File: config.mk
export PLATFORM = sky130hd
export DESIGN_NAME = logic_tile
export DESIGN_NICKNAME = d
export VERILOG_FILES = /design/src/inc/tile_pkg.sv /design/src/core/logic_tile.sv
export SDC_FILE = /design/constraint.sdc
export NUM_CORES = 1
export LEC_CHECK = 0
export ABC_CLOCK_PERIOD_IN_PS = 8200
export BUFFER_PORTS_ARGS = -buffer_cell sky130_fd_sc_hd__buf_2
export CORE_ASPECT_RATIO = 0.75
export CORE_MARGIN = 8
export CORE_UTILIZATION = 61
export CTS_BUF_LIST = sky130_fd_sc_hd__clkbuf_8
export DETAILED_ROUTE_END_ITERATION = 7
export PLACE_DENSITY = 0.83
export SYNTH_ARGS = -nofsm -noshare
export SYNTH_HDL_FRONTEND = slang
export SYNTH_SLANG_ARGS = --single-unit
File: constraint.sdc
create_clock -name CLOCK_IN -period 8.2 [get_ports CLOCK_IN]
set_clock_uncertainty 0.15 [all_clocks]
set_input_delay 1.23 -clock CLOCK_IN [delete_from_list [all_inputs] [get_ports CLOCK_IN]]
set_output_delay 1.23 -clock CLOCK_IN [all_outputs]
set_load 0.01 [all_outputs]
File: src/inc/tile_pkg.sv
// Constants, field layouts and carriers for the four-slice logic tile.
// Assumes a single core clock; routing signals arrive synchronous to it.
package tile_pkg;
   // Tile shape
   localparam int NUM_SLICES = 4;
   localparam int REG_SLICES = 3;
   localparam int NUM_LUTS = 8;
   localparam int LUT_BITS = 16;

   // Register port
   localparam int ADDR_W = 4;
   localparam int DATA_W = 32;
   localparam logic [3:0] ADDR_MODE = 4'h8;
   localparam logic [3:0] ADDR_REGCFG = 4'h9;
   localparam logic [3:0] ADDR_STATUS = 4'hA;

   // Field layout
   localparam int MODE_STRIDE = 2;
   localparam int CFG_STRIDE = 8;
   localparam int CFG_W = 6;
   localparam int STAT_Q = 0;
   localparam int STAT_VARIANT = 8;

   // Slice operating modes
   typedef enum logic [1:0] {MODE_LOGIC, MODE_RIPPLE, MODE_RAM, MODE_ROM} slice_mode_t;

   // Per-slice storage register configuration
   typedef struct packed {
      logic cs_pol;    // Chip-select level that enables RAM writes
      logic free_clk;  // 1: load every core cycle, 0: routed clock
      logic set_val;   // Value forced by set/reset
      logic sync_lsr;  // 1: set/reset waits for a clock event
      logic pos;       // 1: rising edge / high transparent
      logic edge_trig; // 1: edge triggered, 0: latch
   } reg_cfg_t;

   // Values after reset
   localparam logic [15:0] LUT_RESET = 16'h0000;
   localparam slice_mode_t MODE_RESET = MODE_LOGIC;
   localparam reg_cfg_t CFG_RESET = 6'h03;

   // Routing inputs of a slice with registers: 13 signals
   typedef struct packed {
      logic [3:0] lut1;
      logic [3:0] lut0;
      logic m1;
      logic m0;
      logic ce;
      logic clk;
      logic lsr;
   } reg_slice_in_t;

   // Routing inputs of the table-only slice: 10 signals
   typedef struct packed {
      logic [3:0] lut1;
      logic [3:0] lut0;
      logic m1;
      logic m0;
   } lut_slice_in_t;

   // Routing outputs of a slice with registers: 6 signals
   typedef struct packed {
      logic f0;
      logic f1;
      logic q0;
      logic q1;
      logic ofx0;
      logic ofx1;
   } reg_slice_out_t;

   // Routing outputs of the table-only slice: 4 signals
   typedef struct packed {
      logic f0;
      logic f1;
      logic ofx0;
      logic ofx1;
   } lut_slice_out_t;
endpackage

File: src/core/logic_tile.sv
// Four-slice programmable logic tile: lookup tables, ripple carry,
// distributed RAM/ROM, wide-function combining and slice registers.
// Assumes routing inputs synchronous to CLOCK_IN and a plain register port.
`timescale 1ns/10ps
module logic_tile #(
   parameter bit MEM_CAPABLE = 1'b1
) (
   input wire logic CLOCK_IN,
   input wire logic RST_IN,
   input wire logic CE_IN,
   input wire logic [tile_pkg::ADDR_W-1:0] REG_ADDR_IN,
   input wire logic [tile_pkg::DATA_W-1:0] REG_WDATA_IN,
   input wire logic REG_WR_IN,
   input wire logic REG_RD_IN,
   output logic [tile_pkg::DATA_W-1:0] REG_RDATA_OUT,
   input wire tile_pkg::reg_slice_in_t [2:0] REG_SLICE_IN,
   input wire tile_pkg::lut_slice_in_t LUT_SLICE_IN,
   input wire logic CARRY_IN,
   output tile_pkg::reg_slice_out_t [2:0] REG_SLICE_OUT,
   output tile_pkg::lut_slice_out_t LUT_SLICE_OUT,
   output logic CARRY_OUT
);

   // Whole tile state
   typedef struct packed {
      logic [7:0][15:0] lut;
      tile_pkg::slice_mode_t [3:0] mode;
      tile_pkg::reg_cfg_t [2:0] cfg;
      logic [2:0][1:0] q;
      logic [2:0] clk_prev;
      logic [31:0] rdata;
   } state_t;

   localparam state_t ST_RESET = '{
      lut: {8{tile_pkg::LUT_RESET}},
      mode: '{default: tile_pkg::MODE_RESET},
      cfg: {3{tile_pkg::CFG_RESET}},
      q: '0,
      clk_prev: '0,
      rdata: '0
   };

   state_t st_q;
   state_t st_d;

   logic [3:0][3:0] in0;
   logic [3:0][3:0] in1;
   logic [3:0] m0;
   logic [3:0] m1;
   logic [7:0] f;
   logic [3:0] c;
   logic [3:0] ofx0;
   logic [3:0] ofx1;
   logic [2:0] evt;
   logic [2:0] rise;
   logic [2:0] fall;

   // Address decode shared by read and write paths
   function automatic logic is_lut_addr(input logic [3:0] addr);
      return addr[3] == 1'b0;
   endfunction

   // Drops modes a slice or variant does not offer
   function automatic tile_pkg::slice_mode_t legal_mode(input int s,
                                                        input tile_pkg::slice_mode_t m);
      if (s == 3 && (m == tile_pkg::MODE_RIPPLE || m == tile_pkg::MODE_RAM))
      begin
         return tile_pkg::MODE_LOGIC;
      end
      if (!MEM_CAPABLE && m == tile_pkg::MODE_RAM)
      begin
         return tile_pkg::MODE_LOGIC;
      end
      return m;
   endfunction

   function automatic logic maj(input logic a, input logic b, input logic ci);
      return (a & b) | (a & ci) | (b & ci);
   endfunction

   // Gather routing inputs of the registered slices
   generate
      for (genvar s = 0; s < 3; s++)
      begin : g_in
         assign in0[s] = REG_SLICE_IN[s].lut0;
         assign in1[s] = REG_SLICE_IN[s].lut1;
         assign m0[s] = REG_SLICE_IN[s].m0;
         assign m1[s] = REG_SLICE_IN[s].m1;
      end
   endgenerate

   // Slice 3 routing inputs, no carry
   assign in0[3] = LUT_SLICE_IN.lut0;
   assign in1[3] = LUT_SLICE_IN.lut1;
   assign m0[3] = LUT_SLICE_IN.m0;
   assign m1[3] = LUT_SLICE_IN.m1;
   assign c[0] = CARRY_IN;

   // Table lookup, ripple adder and five-input mux per slice
   generate
      for (genvar s = 0; s < 4; s++)
      begin : g_slice
         logic cmid;
         logic ripple;
         assign ripple = (st_q.mode[s] == tile_pkg::MODE_RIPPLE);
         assign cmid = maj(in0[s][0], in0[s][1], c[s]);
         assign f[2*s] = ripple ? in0[s][0] ^ in0[s][1] ^ c[s]
                                : st_q.lut[2*s][in0[s]];
         assign f[2*s+1] = ripple ? in1[s][0] ^ in1[s][1] ^ cmid
                                  : st_q.lut[2*s+1][in1[s]];
         assign ofx0[s] = m0[s] ? f[2*s+1] : f[2*s];
         if (s < 3)
         begin : g_carry
            // Non-ripple slices pass the chain straight through
            assign c[s+1] = ripple ? maj(in1[s][0], in1[s][1], cmid) : c[s];
         end
      end
   endgenerate

   // Six-, seven- and eight-input combining; slice 3 takes a far seven-input result
   assign ofx1[0] = m1[0] ? ofx0[1] : ofx0[0];
   assign ofx1[2] = m1[2] ? ofx0[3] : ofx0[2];
   assign ofx1[1] = m1[1] ? ofx1[2] : ofx1[0];
   assign ofx1[3] = m1[3] ? in1[3][3] : ofx1[1];
   assign CARRY_OUT = c[3];

   // Clock events seen on the routed clocks
   generate
      for (genvar s = 0; s < 3; s++)
      begin : g_evt
         tile_pkg::reg_cfg_t cfg;
         logic rclk;
         assign cfg = st_q.cfg[s];
         assign rclk = REG_SLICE_IN[s].clk;
         assign rise[s] = rclk & ~st_q.clk_prev[s];
         assign fall[s] = ~rclk & st_q.clk_prev[s];
         // Clock select, then edge or transparent level
         assign evt[s] = cfg.free_clk ? 1'b1 :
                         cfg.edge_trig ? (cfg.pos ? rise[s] : fall[s]) :
                         (cfg.pos ? rclk : ~rclk);
      end
   endgenerate

   // Next state: register port, slice registers, RAM writes
   always_comb
   begin
      st_d = st_q;
      st_d.rdata = '0;
      if (REG_RD_IN)
      begin
         if (is_lut_addr(REG_ADDR_IN))
         begin
            st_d.rdata = {16'h0000, st_q.lut[REG_ADDR_IN[2:0]]};
         end
         else if (REG_ADDR_IN == tile_pkg::ADDR_MODE)
         begin
            st_d.rdata = {24'h000000, st_q.mode};
         end
         else if (REG_ADDR_IN == tile_pkg::ADDR_REGCFG)
         begin
            st_d.rdata = {8'h00, 2'b00, st_q.cfg[2], 2'b00, st_q.cfg[1], 2'b00, st_q.cfg[0]};
         end
         else if (REG_ADDR_IN == tile_pkg::ADDR_STATUS)
         begin
            st_d.rdata = {23'h000000, MEM_CAPABLE, 2'b00, st_q.q};
         end
      end
      if (REG_WR_IN)
      begin
         if (is_lut_addr(REG_ADDR_IN))
         begin
            st_d.lut[REG_ADDR_IN[2:0]] = REG_WDATA_IN[15:0];
         end
         else if (REG_ADDR_IN == tile_pkg::ADDR_MODE)
         begin
            for (int s = 0; s < 4; s++)
            begin
               st_d.mode[s] = legal_mode(s, tile_pkg::slice_mode_t'(
                  REG_WDATA_IN[tile_pkg::MODE_STRIDE*s +: tile_pkg::MODE_STRIDE]));
            end
         end
         else if (REG_ADDR_IN == tile_pkg::ADDR_REGCFG)
         begin
            for (int s = 0; s < 3; s++)
            begin
               st_d.cfg[s] = tile_pkg::reg_cfg_t'(
                  REG_WDATA_IN[tile_pkg::CFG_STRIDE*s +: tile_pkg::CFG_W]);
            end
         end
      end
      for (int s = 0; s < 3; s++)
      begin
         st_d.clk_prev[s] = REG_SLICE_IN[s].clk;
         if (st_q.mode[s] == tile_pkg::MODE_RAM)
         begin
            // Set/reset line acts as chip-select; fabric write beats port write
            if (REG_SLICE_IN[s].ce && REG_SLICE_IN[s].lsr == st_q.cfg[s].cs_pol)
            begin
               st_d.lut[2*s][in0[s]] = m0[s];
               st_d.lut[2*s+1][in0[s]] = m1[s];
            end
         end
         else if (REG_SLICE_IN[s].lsr && (!st_q.cfg[s].sync_lsr || evt[s]))
         begin
            st_d.q[s] = {2{st_q.cfg[s].set_val}};
         end
         else if (evt[s] && REG_SLICE_IN[s].ce)
         begin
            st_d.q[s] = {f[2*s+1], f[2*s]};
         end
      end
   end

   // State register with freeze
   always_ff @(posedge CLOCK_IN or posedge RST_IN)
   begin
      if (RST_IN)
      begin
         st_q <= ST_RESET;
      end
      else if (CE_IN)
      begin
         st_q <= st_d;
      end
   end

   // Routing outputs
   generate
      for (genvar s = 0; s < 3; s++)
      begin : g_out
         assign REG_SLICE_OUT[s] = {f[2*s], f[2*s+1], st_q.q[s][0], st_q.q[s][1],
                                    ofx0[s], ofx1[s]};
      end
   endgenerate
   assign LUT_SLICE_OUT = {f[6], f[7], ofx0[3], ofx1[3]};
   assign REG_RDATA_OUT = st_q.rdata;
endmodule

==> metrics list, run 1 <==
- Die span in y: 138.5 microns
* Max clock buf depth: 2
* Ys async rst share: between 90% and 100%
- Routability-driven placement finished with a final weighted congestion of ~1.
- Setup violations remaining at the end of the flow were counted as 0.
- Power spread over the standard cell area amounts to around 200 nW/um^2.
- Pin placement for this block handled roughly 150 I/O pins.
* Slew @ Worst Pin: 1.295 ns
- Counting instances, the worst hold path has a depth of 1.
- Total core area: between 15000 and 20000 sq um
- Using the TritonRoute via totals, the vias-per-cell ratio works out to between 7 and 8.
* Yosys synthesis warning count: 0
- After layout, the worst path uses a little under 90% of the clock period.
- Violated checks: DRC
* Worst reg2reg path startpoint: st_q[60]
- Net count reported at finish: ~1500
- The number of max-slew violations in the final report came to 0.
- TritonCTS built the clock tree.
- Final period demand of the worst path: a little over 7 ns
* Pin count of the biggest net entering global routing: ~120
- Core Rows: 44
- Number of different library cells in the post-synthesis netlist: 67
* Cell taking the most area after synthesis: dfrtp_1
- After the first detailed-routing iteration, the DRC count stood at ~2000.
- Input and output buffers added on the ports amount to ~130.
- The finished layout holds ~1600 standard cells, fillers aside.
- Area growth, synth to finish: 7.375%
- Count of hold buffers inserted by post-cts repair: 0
- Vias in the first global route: ~11000
- Top flip-flop cell by instance count after synthesis: dfrtp_1
- Worst Hold End: REG_RDATA_OUT[14]
- For this configuration, the core starts out at a cell density of 62.59%.
- Unrepaired setup endpoints after global routing: no
* TritonCTS sink count: roughly 180
- WL per Instance: roughly 27 microns
- For this run, the top clock speed supported by timing is approximately 140 MHz.
- In this run the tightest slew margin relative to its limit is 13.35%.
- Portion of the post-synthesis area used by sequential elements: a little under two fifths
- Clock-pin slew on the worst setup and hold paths: about 0.11 ns
* Count of antenna-violating nets left after detailed routing: 0
* Library cell used as clock root buffer: clkbuf_8
- Endpoint arrival time on the critical path: ~5.7 ns
- Counting the fill cells in the layout gives 1547.
* Cell area after technology mapping: roughly 12000 sq um
* Critical Path RT: just under 7 ns
- The number of setup buffers added after CTS is 0.
- For this run, the detailed router's first-pass iteration total came to 8.
- Summed over all failing endpoints, the final setup total negative slack is 0 ns.
- Clock tree synthesis inserted a total of 17 buffers.
- The die is between 150 and 200 microns wide.
- Total of cells resized after clock tree synthesis: 0
* Global-route wire length before repair: around 65000 microns
- The number of cells on the worst reg-to-reg path is 11.
- Mean instance size in the synthesized netlist: between 9 and 10 sq um
* Flop2flop setup slack: between 3 and 4 ns
- Detailed placer's ending HPWL: between 30000 and 40000 microns
- The worst setup path is of the input pin to output port kind.
* Leakage: about 5.6 nW
* Most frequent standard cell in the layout excluding fill and tap cells: dfrtp_1
- WL final: between 40000 and 50000 microns
- Die footprint: about 25000 sq um
- Critical Path End Type: output port
* Nature of the critical path startpoint: input pin
* Antenna violations before repair: 3
* Biggest fanout along the worst timing path: 7
* Setup slack after layout: 1.085 ns
* Number of register bits inferred by synthesis: around 180
* Result of the run: finished with violations
- Hold path startpoint: REG_RDATA_OUT[14]
- Yosys attributes the largest share of cell area to dfrtp_1 (37%), mux4_2 (7.4%), mux2_1 (5.5%).
- Number of synthesized flops with an enable pin: 0
- The clock reaches the later pin of the worst-skew pair after roughly 0.50 ns.
- The cell count after synthesis came out at about 1300.
- Across the VDD grid, the largest voltage drop is 0.1109 mV.
- Max-cap violation count: 0
- Depth of the CTS H-tree: 4
- After detailed placement, the design holds a cell count of 1583.
- Summed over its instances, the top area cell type makes up 36.52% of the synthesized netlist area.
- In this run the critical register-to-register path is captured at REG_SLICE_OUT[14].
- Share of layout cells above drive strength 1: 18.58%
- The worst hold path belongs to the class flip-flop to flip-flop.
- Global routing consumed, over all layers together, ~35% of the routing resources.
- The routed layout has about 12000 vias.
- Summed over all layers, the global routing overflow is 0.
- Leaving out fill and tap cells, the most frequent cells in the layout are dfrtp_1 (178), nor2_1 (129), nand2_1 (127).
- DP Worst Slack: between 1 and 1.5 ns
- The number of hold-slack violations in the final timing report is 0.
- DR DRC count: 8
[cell usage after synthesis, types with 34 or more instances]
master	instances
dfrtp_1	178
nor2_1	129
nand2_1	127
o21ai_1	123
o21ai_0	117
clkbuf_1	63
a22o_1	62
mux2_1	60
a21oi_1	57
mux4_2	40
buf_4	38
mux2i_1	34
[report_power, final]
part,internal (mW),switching [mW]
clock network,0.264,0.405
logic,0.319,0.396
registers,1.07,0.196
[flip-flops by register name, indices dropped and copies added, names as in the netlist]
name and count:
REG_SLICE_OUT 6, g_evt.cfg 18, REG_RDATA_OUT 22, st_q 138
[critical path: stages]
cell and delay, ns:
buf_2 0.16, inv_1 0.15, fa_1 0.19, inv_1 0.05, fa_1 0.35, mux2_1 0.39, fa_1 0.41, fa_1 0.36
mux2_2 0.32, fa_1 0.39, fa_1 0.49, nor2_1 0.04, a311oi_1 0.46, o311ai_1 0.33, a31oi_1 0.24, buf_2 0.15
[cell type report]
| type | count | area (sq um) | share of cell area (%) |
|---|---|---|---|
| clock buffers | 17 | 234.0 | 1.786 |
| well taps | 253 | 316.6 | 2.417 |
| clock inverters | 15 | 197.7 | 1.509 |
| repair buffers | 136 | 710.7 | 5.426 |
| inverters | 22 | 87.58 | 0.6687 |
| diodes | 3 | 7.507 | 0.05732 |
| flip-flops and latches | 184 | 4612 | 35.21 |
| multi-input cells | 988 | 6932 | 52.92 |
[cells by family after synthesis]
family	Yosys count	synth area share (%)
adder cells (fa/ha/maj)	18	2.216
other	1	0.03074
flip-flops	184	37.81
multiplexers	166	18.91
buffers and inverters	143	5.713
AND/OR/NAND/NOR	342	12.42
AO/OA/AOI/OAI	449	22.68
XOR/XNOR	3	0.2154
[worst max path at each step]
stage,startpoint,to,slack [ns],cells past startpoint
floorplan,REG_SLICE_IN[5],REG_SLICE_OUT[12],1.76,14
global placement,REG_SLICE_IN[6],LUT_SLICE_OUT[0],1.26,16
detailed placement,REG_SLICE_IN[5],LUT_SLICE_OUT[0],1.11,16
CTS,REG_SLICE_IN[5],LUT_SLICE_OUT[0],1.15,16
global route,REG_SLICE_IN[5],LUT_SLICE_OUT[0],0.98,16
finish,REG_SLICE_IN[5],LUT_SLICE_OUT[0],1.09,16
[metrics by stage]
step                      utilization [%]  instance area (sq um)  power [mW]  hold slack (ns)
after detailed placement            64.95                  12660       1.963           0.3260
after global placement              64.95                  12660       1.937           0.3120
final                               67.21                  13100       2.655           0.3605
after global routing                67.17                  13090       2.740           0.3869
after floorplan                         -                  12230       1.687           0.2979
after CTS                           67.17                  13090       2.615           0.3558
[per-layer routing]
layer	part of all wire, %	wire length, microns	global-route usage, %
met2	42	18200	48.06
met3	16	6830	11.78
met5	0.070	30	0
met1	37	16040	48.72
met4	4.5	1935	14.17
Power figures use the tool's default switching activity.
==> inputs of run 2 (changes only) <==
--- a/config.mk
+++ b/config.mk
@@ -5,14 +5,17 @@
 export SDC_FILE = /design/constraint.sdc
 export NUM_CORES = 1
 export LEC_CHECK = 0
+export ABC_AREA = 1
 export ABC_CLOCK_PERIOD_IN_PS = 8200
 export BUFFER_PORTS_ARGS = -buffer_cell sky130_fd_sc_hd__buf_2
 export CORE_ASPECT_RATIO = 0.75
 export CORE_MARGIN = 8
 export CORE_UTILIZATION = 61
 export CTS_BUF_LIST = sky130_fd_sc_hd__clkbuf_8
+export CTS_CLUSTER_SIZE = 24
 export DETAILED_ROUTE_END_ITERATION = 7
 export PLACE_DENSITY = 0.83
+export SLEW_MARGIN = 20
 export SYNTH_ARGS = -nofsm -noshare
 export SYNTH_HDL_FRONTEND = slang
 export SYNTH_SLANG_ARGS = --single-unit
==> run 2 against run 1 <==
Worst setup slack better by 0.30 ns. Cell area is 0.49% higher. The flow now finishes without violations. Sequential power hardly changed. Worst hold slack worse by 0.018 ns. Cell count is 26% higher.
==> metrics list, run 2 <==
* Final slew viol count: 0 (unchanged)
- IR Drop Worst-Case VDD: 0.1287 mV (was 0.1109 mV)
- The final weighted congestion of routability-driven global placement is 1.026 (was 1.011).
- Power share of the clock group: 25.2% (about the same)
- Count of antenna-violating nets left after detailed routing: 0 (unchanged)
- The number of synthesized flops with an enable pin is 0 (unchanged).
- Largest Register: st_q (unchanged)
- The count of final setup violators was 0 (unchanged).
- CTS tree: yes (unchanged)
- First-pass DRT Iterations: 7 (was 8)
- Sequential power share: 47.0% (was 47.9%)
- Endpoint arrival time on the critical path: 5.44 ns (was 5.73 ns)
* Global-route wire length before repair: 71820 microns (was 65440 microns)
- Number of different library cells in the post-synthesis netlist: 53 (was 67)
* Portion of the post-synthesis area used by sequential elements: 37.08% (was 37.81%)
* Min-delay worst type: flip-flop to flip-flop (unchanged)
* Clock-pin slew on the worst setup and hold paths: 0.10 ns (was 0.11 ns)
* Die footprint: 25260 sq um (was 24820 sq um)
- The total wire length after detailed routing was 47190 microns (was 43040 microns).
* Largest family of logic cells by synthesized area: compound AO/OA/AOI/OAI gates (unchanged)
* Ys async rst share: 100.0% (unchanged)
- The data required time of the critical path is 6.82 ns (about the same).
* Clock buffers created by TritonCTS: 17 (unchanged)
- Library cell used as clock root buffer: clkbuf_8 (unchanged)
- The post-synthesis mux area share is 0% (was 18.91%).
- WL per Instance: 23.07 microns (was 26.60 microns)
- The worst-skew pair later-pin latency was 0.51 ns (was 0.50 ns).
* Post-route cell area: 13160 sq um (was 13100 sq um)
- Placed cell area: 12740 sq um (was 12660 sq um)
- The core footprint was 20100 sq um (was 19490 sq um).
- Max clock buf depth: 2 (unchanged)
- DR DRC count: 0 (was 8)
- Unrepaired setup endpoints after global routing: no (unchanged)
* Commonest cells after routing, fill and taps aside: nand2_1 (332), o21ai_0 (202), inv_1 (189) (was dfrtp_1 (178), nor2_1 (129), nand2_1 (127))
- Number of register bits inferred by synthesis: 184 (unchanged)
* Nature of the critical path startpoint: input pin (unchanged)
* Initial standard-cell utilization of the core: 61.87% (was 62.59%)
- Slew @ Worst Pin: 1.024 ns (was 1.295 ns)
* Starting DRC count in detailed routing: 2145 (was 1947)
* Port bufs: 125 (unchanged)
- The number of buffers inserted by post-CTS setup repair is 0 (unchanged).
- Final critical-path share of the clock period: 83.15% (was 86.77%)
* Critical Path End Type: output port (unchanged)
- The width of the die is 180.9 microns (was 179.3 microns).
* List of most frequent post-synthesis cells: nand2_1 (332), o21ai_0 (202), inv_1 (189) (was dfrtp_1 (178), nor2_1 (129), nand2_1 (127))
- The cell leakage power came to 6.010 nW (was 5.555 nW).
- Mean instance size in the synthesized netlist: 7.135 sq um (was 9.340 sq um)
* Total routing usage reported by global routing: 36.64% (was 34.66%)
- The number of nets in the final layout is 1884 (was 1458).
- The cell-internal power was 1.663 mW (was 1.658 mW).
- The commonest non-fill, non-tap cell in the layout is nand2_1 (was dfrtp_1).
- The number of max-cap violations came to 0 (unchanged).
- Biggest fanout along the worst timing path: 13 (was 7)
* Share of the synthesized area in compound gates (AO/OA/AOI/OAI): 27.56% (was 22.68%)
* Fraction of the mapped netlist area in simple logic gates: 20.59% (was 12.42%)
* Crit Path Class: input pin to output port (unchanged)
* Cell with the most instances after synthesis: nand2_1 (was dfrtp_1)
- Total of cells resized after clock tree synthesis: 0 (unchanged)
- The I/O pin total was 146 (unchanged).
- Number of antenna repair diodes: 0 (was 3)
- Worst slew margin relative to its limit: 31.57% (was 13.35%)
* TritonCTS sink count: 184 (unchanged)
- Remaining Overflow, GRT: 0 (unchanged)
* Pin count of the biggest net entering global routing: 125 (was 115)
- The peak clock frequency supported by timing came to 146.7 MHz (was 140.6 MHz).
- Count of hold buffers inserted by post-cts repair: 0 (unchanged)
* Detailed placer's ending HPWL: 33480 microns (was 30220 microns)
* Fraction of power spent switching nets: 39.98% (was 37.56%)
* Syn Inst Count: 1743 (was 1306)
- The flip-flop count of the largest register, all copies and words added came to 138 (unchanged).
- The number of global-route vias before repair was 11820 (was 10800).
* Area share of the largest cell type after synthesis: 35.81% (was 36.52%)
* Net switching component of the power: 1.107 mW (was 0.9971 mW)
* Area growth, synth to finish: 5.825% (was 7.375%)
- Cell repeated most along the worst path: fa_1 (unchanged)
* Share of layout cells above drive strength 1: 11.35% (was 18.58%)
- The flop-to-flop setup slack was 4.22 ns (was 3.94 ns).
* Final period demand of the worst path: 6.819 ns (was 7.115 ns)
- Cell area after technology mapping: 12440 sq um (was 12200 sq um)
- Final-report hold violation count: 0 (unchanged)
* Yosys synthesis warning count: 0 (unchanged)
- Result of the run: finished clean (was finished with violations)
* Slowest Stage Delay on Critical Path: 0.47 ns (was 0.49 ns)
- The mean number of vias per cell came to 6.487 (was 7.176).
- The largest area contributor in the synthesized netlist is dfrtp_1 (unchanged).
- The number of antenna violations at the first check in global routing came to 1 (was 3).
* Depth of the CTS H-tree: 4 (unchanged)
- The total power consumption of the routed design came to 2.770 mW (was 2.655 mW).
* Share of synthesized cell area in full adder, half adder and majority cells: 2.173% (was 2.216%)
* Comb power frac: 27.8% (was 26.9%)
* Top flip-flop cell by instance count after synthesis: dfrtp_1 (unchanged)
- Critical-path cell list: buf_2 -> inv_1 -> fa_1 -> inv_1 -> fa_1 -> nand2_1 -> o21ai_0 -> fa_1 -> fa_1 -> nand2_1 -> nand2_1 -> fa_1 -> fa_1 -> nand2_1 -> nand3_1 -> nand3_1 -> nand3_1 -> and2_1 -> buf_2 (was buf_2 -> inv_1 -> fa_1 -> inv_1 -> fa_1 -> mux2_1 -> fa_1 -> fa_1 -> mux2_2 -> fa_1 -> fa_1 -> nor2_1 -> a311oi_1 -> o311ai_1 -> a31oi_1 -> buf_2)
* Power Dens Cells: 210.5 nW/um^2 (was 202.7 nW/um^2)
* Top cells by area in the synthesized netlist: dfrtp_1 (36%), nand2_1 (10%), o21ai_0 (8.1%) (was dfrtp_1 (37%), mux4_2 (7.4%), mux2_1 (5.5%))
- The row count came to 45 (was 44).
- Slowest stage cell on the critical path: fa_1 (unchanged)
- Xor and xnor fraction of the mapped netlist area: 0.2113% (was 0.2154%)
* Total vias in the final route: 13270 (was 11610)
* Total Negative Setup Slacks: 0 ns (unchanged)
* Die span in y: 139.7 microns (was 138.5 microns)
## run 2: power by group through the flow
stage	Clock (mW)	Sequential (mW)	Combinational, mW
4_1_cts	0.689	1.28	0.746
2_1_floorplan	0	1.21	0.531
3_3_place_gp	0	1.29	0.724
3_5_place_dp	0	1.30	0.742
6_report	0.699	1.30	0.769
5_1_grt	0.722	1.31	0.843
## run 2: through the flow
| stage | setup slack [ns] | hold WS, ns | utilization [%] | cells |
|---|---|---|---|---|
| after floorplan | 1.830 | 0.3002 | - | 1752 |
| after global placement | 1.634 | 0.3108 | 63.37 | 2014 |
| after detailed placement | 1.554 | 0.3119 | 63.37 | 2014 |
| after CTS | 1.458 | 0.3373 | 65.48 | 2046 |
| after global routing | 1.216 | 0.3696 | 65.48 | 2046 |
| final | 1.381 | 0.3424 | 65.48 | 2046 |
## run 2: worst max-delay path: cells and delay by family
family / cells / cell delay [ns]
and+or+nand+nor: 8 / 0.99
adders and majority gates: 6 / 2.35
AOI/OAI and AO/OA: 1 / 0.22
buffers and inverters: 4 / 0.63
## run 2: path summary, 6_finish.rpt
kind                                  startpoint           endpoint  depth (start not counted)
worst max register to register          st_q[59]  REG_SLICE_OUT[14]                         14
min in group asynchronous                 RST_IN           st_q[32]                          2
max in group asynchronous                 RST_IN           st_q[84]                          3
worst min-delay path            REG_RDATA_OUT[2]   REG_RDATA_OUT[2]                          2
worst max-delay path             REG_SLICE_IN[5]   REG_SLICE_OUT[6]                         19
worst min register to register  REG_RDATA_OUT[2]   REG_RDATA_OUT[2]                          2
## run 2: layout make-up
type | count | area, sq um
Fill cell | 1821 | 6939
Multi-Input combinational cell | 1232 | 6325
Sequential cell | 184 | 4612
Inverter | 206 | 783.3
Timing Repair Buffer | 134 | 695.7
Tap cell | 258 | 322.8
Clock buffer | 17 | 234.0
Clock inverter | 15 | 188.9
## run 2: cells by family (layout without fill, tap and decap cells)
| logic type | Yosys count | count (layout) |
|---|---|---|
| other | 1 | 10 |
| buffers and inverters | 336 | 372 |
| XOR/XNOR | 3 | 3 |
| AND/OR/NAND/NOR | 619 | 619 |
| AO/OA/AOI/OAI | 582 | 582 |
| flip-flops | 184 | 184 |
| adder cells (fa/ha/maj) | 18 | 18 |
## run 2: per-layer routing
metal	GRT usage, %	wire [microns]	vias to the layer above
li1	-	-	5934
met2	49.76	18830	1059
met4	14.06	1772	2
met5	0	18	-
met3	14.33	8134	138
met1	51.30	18440	6139
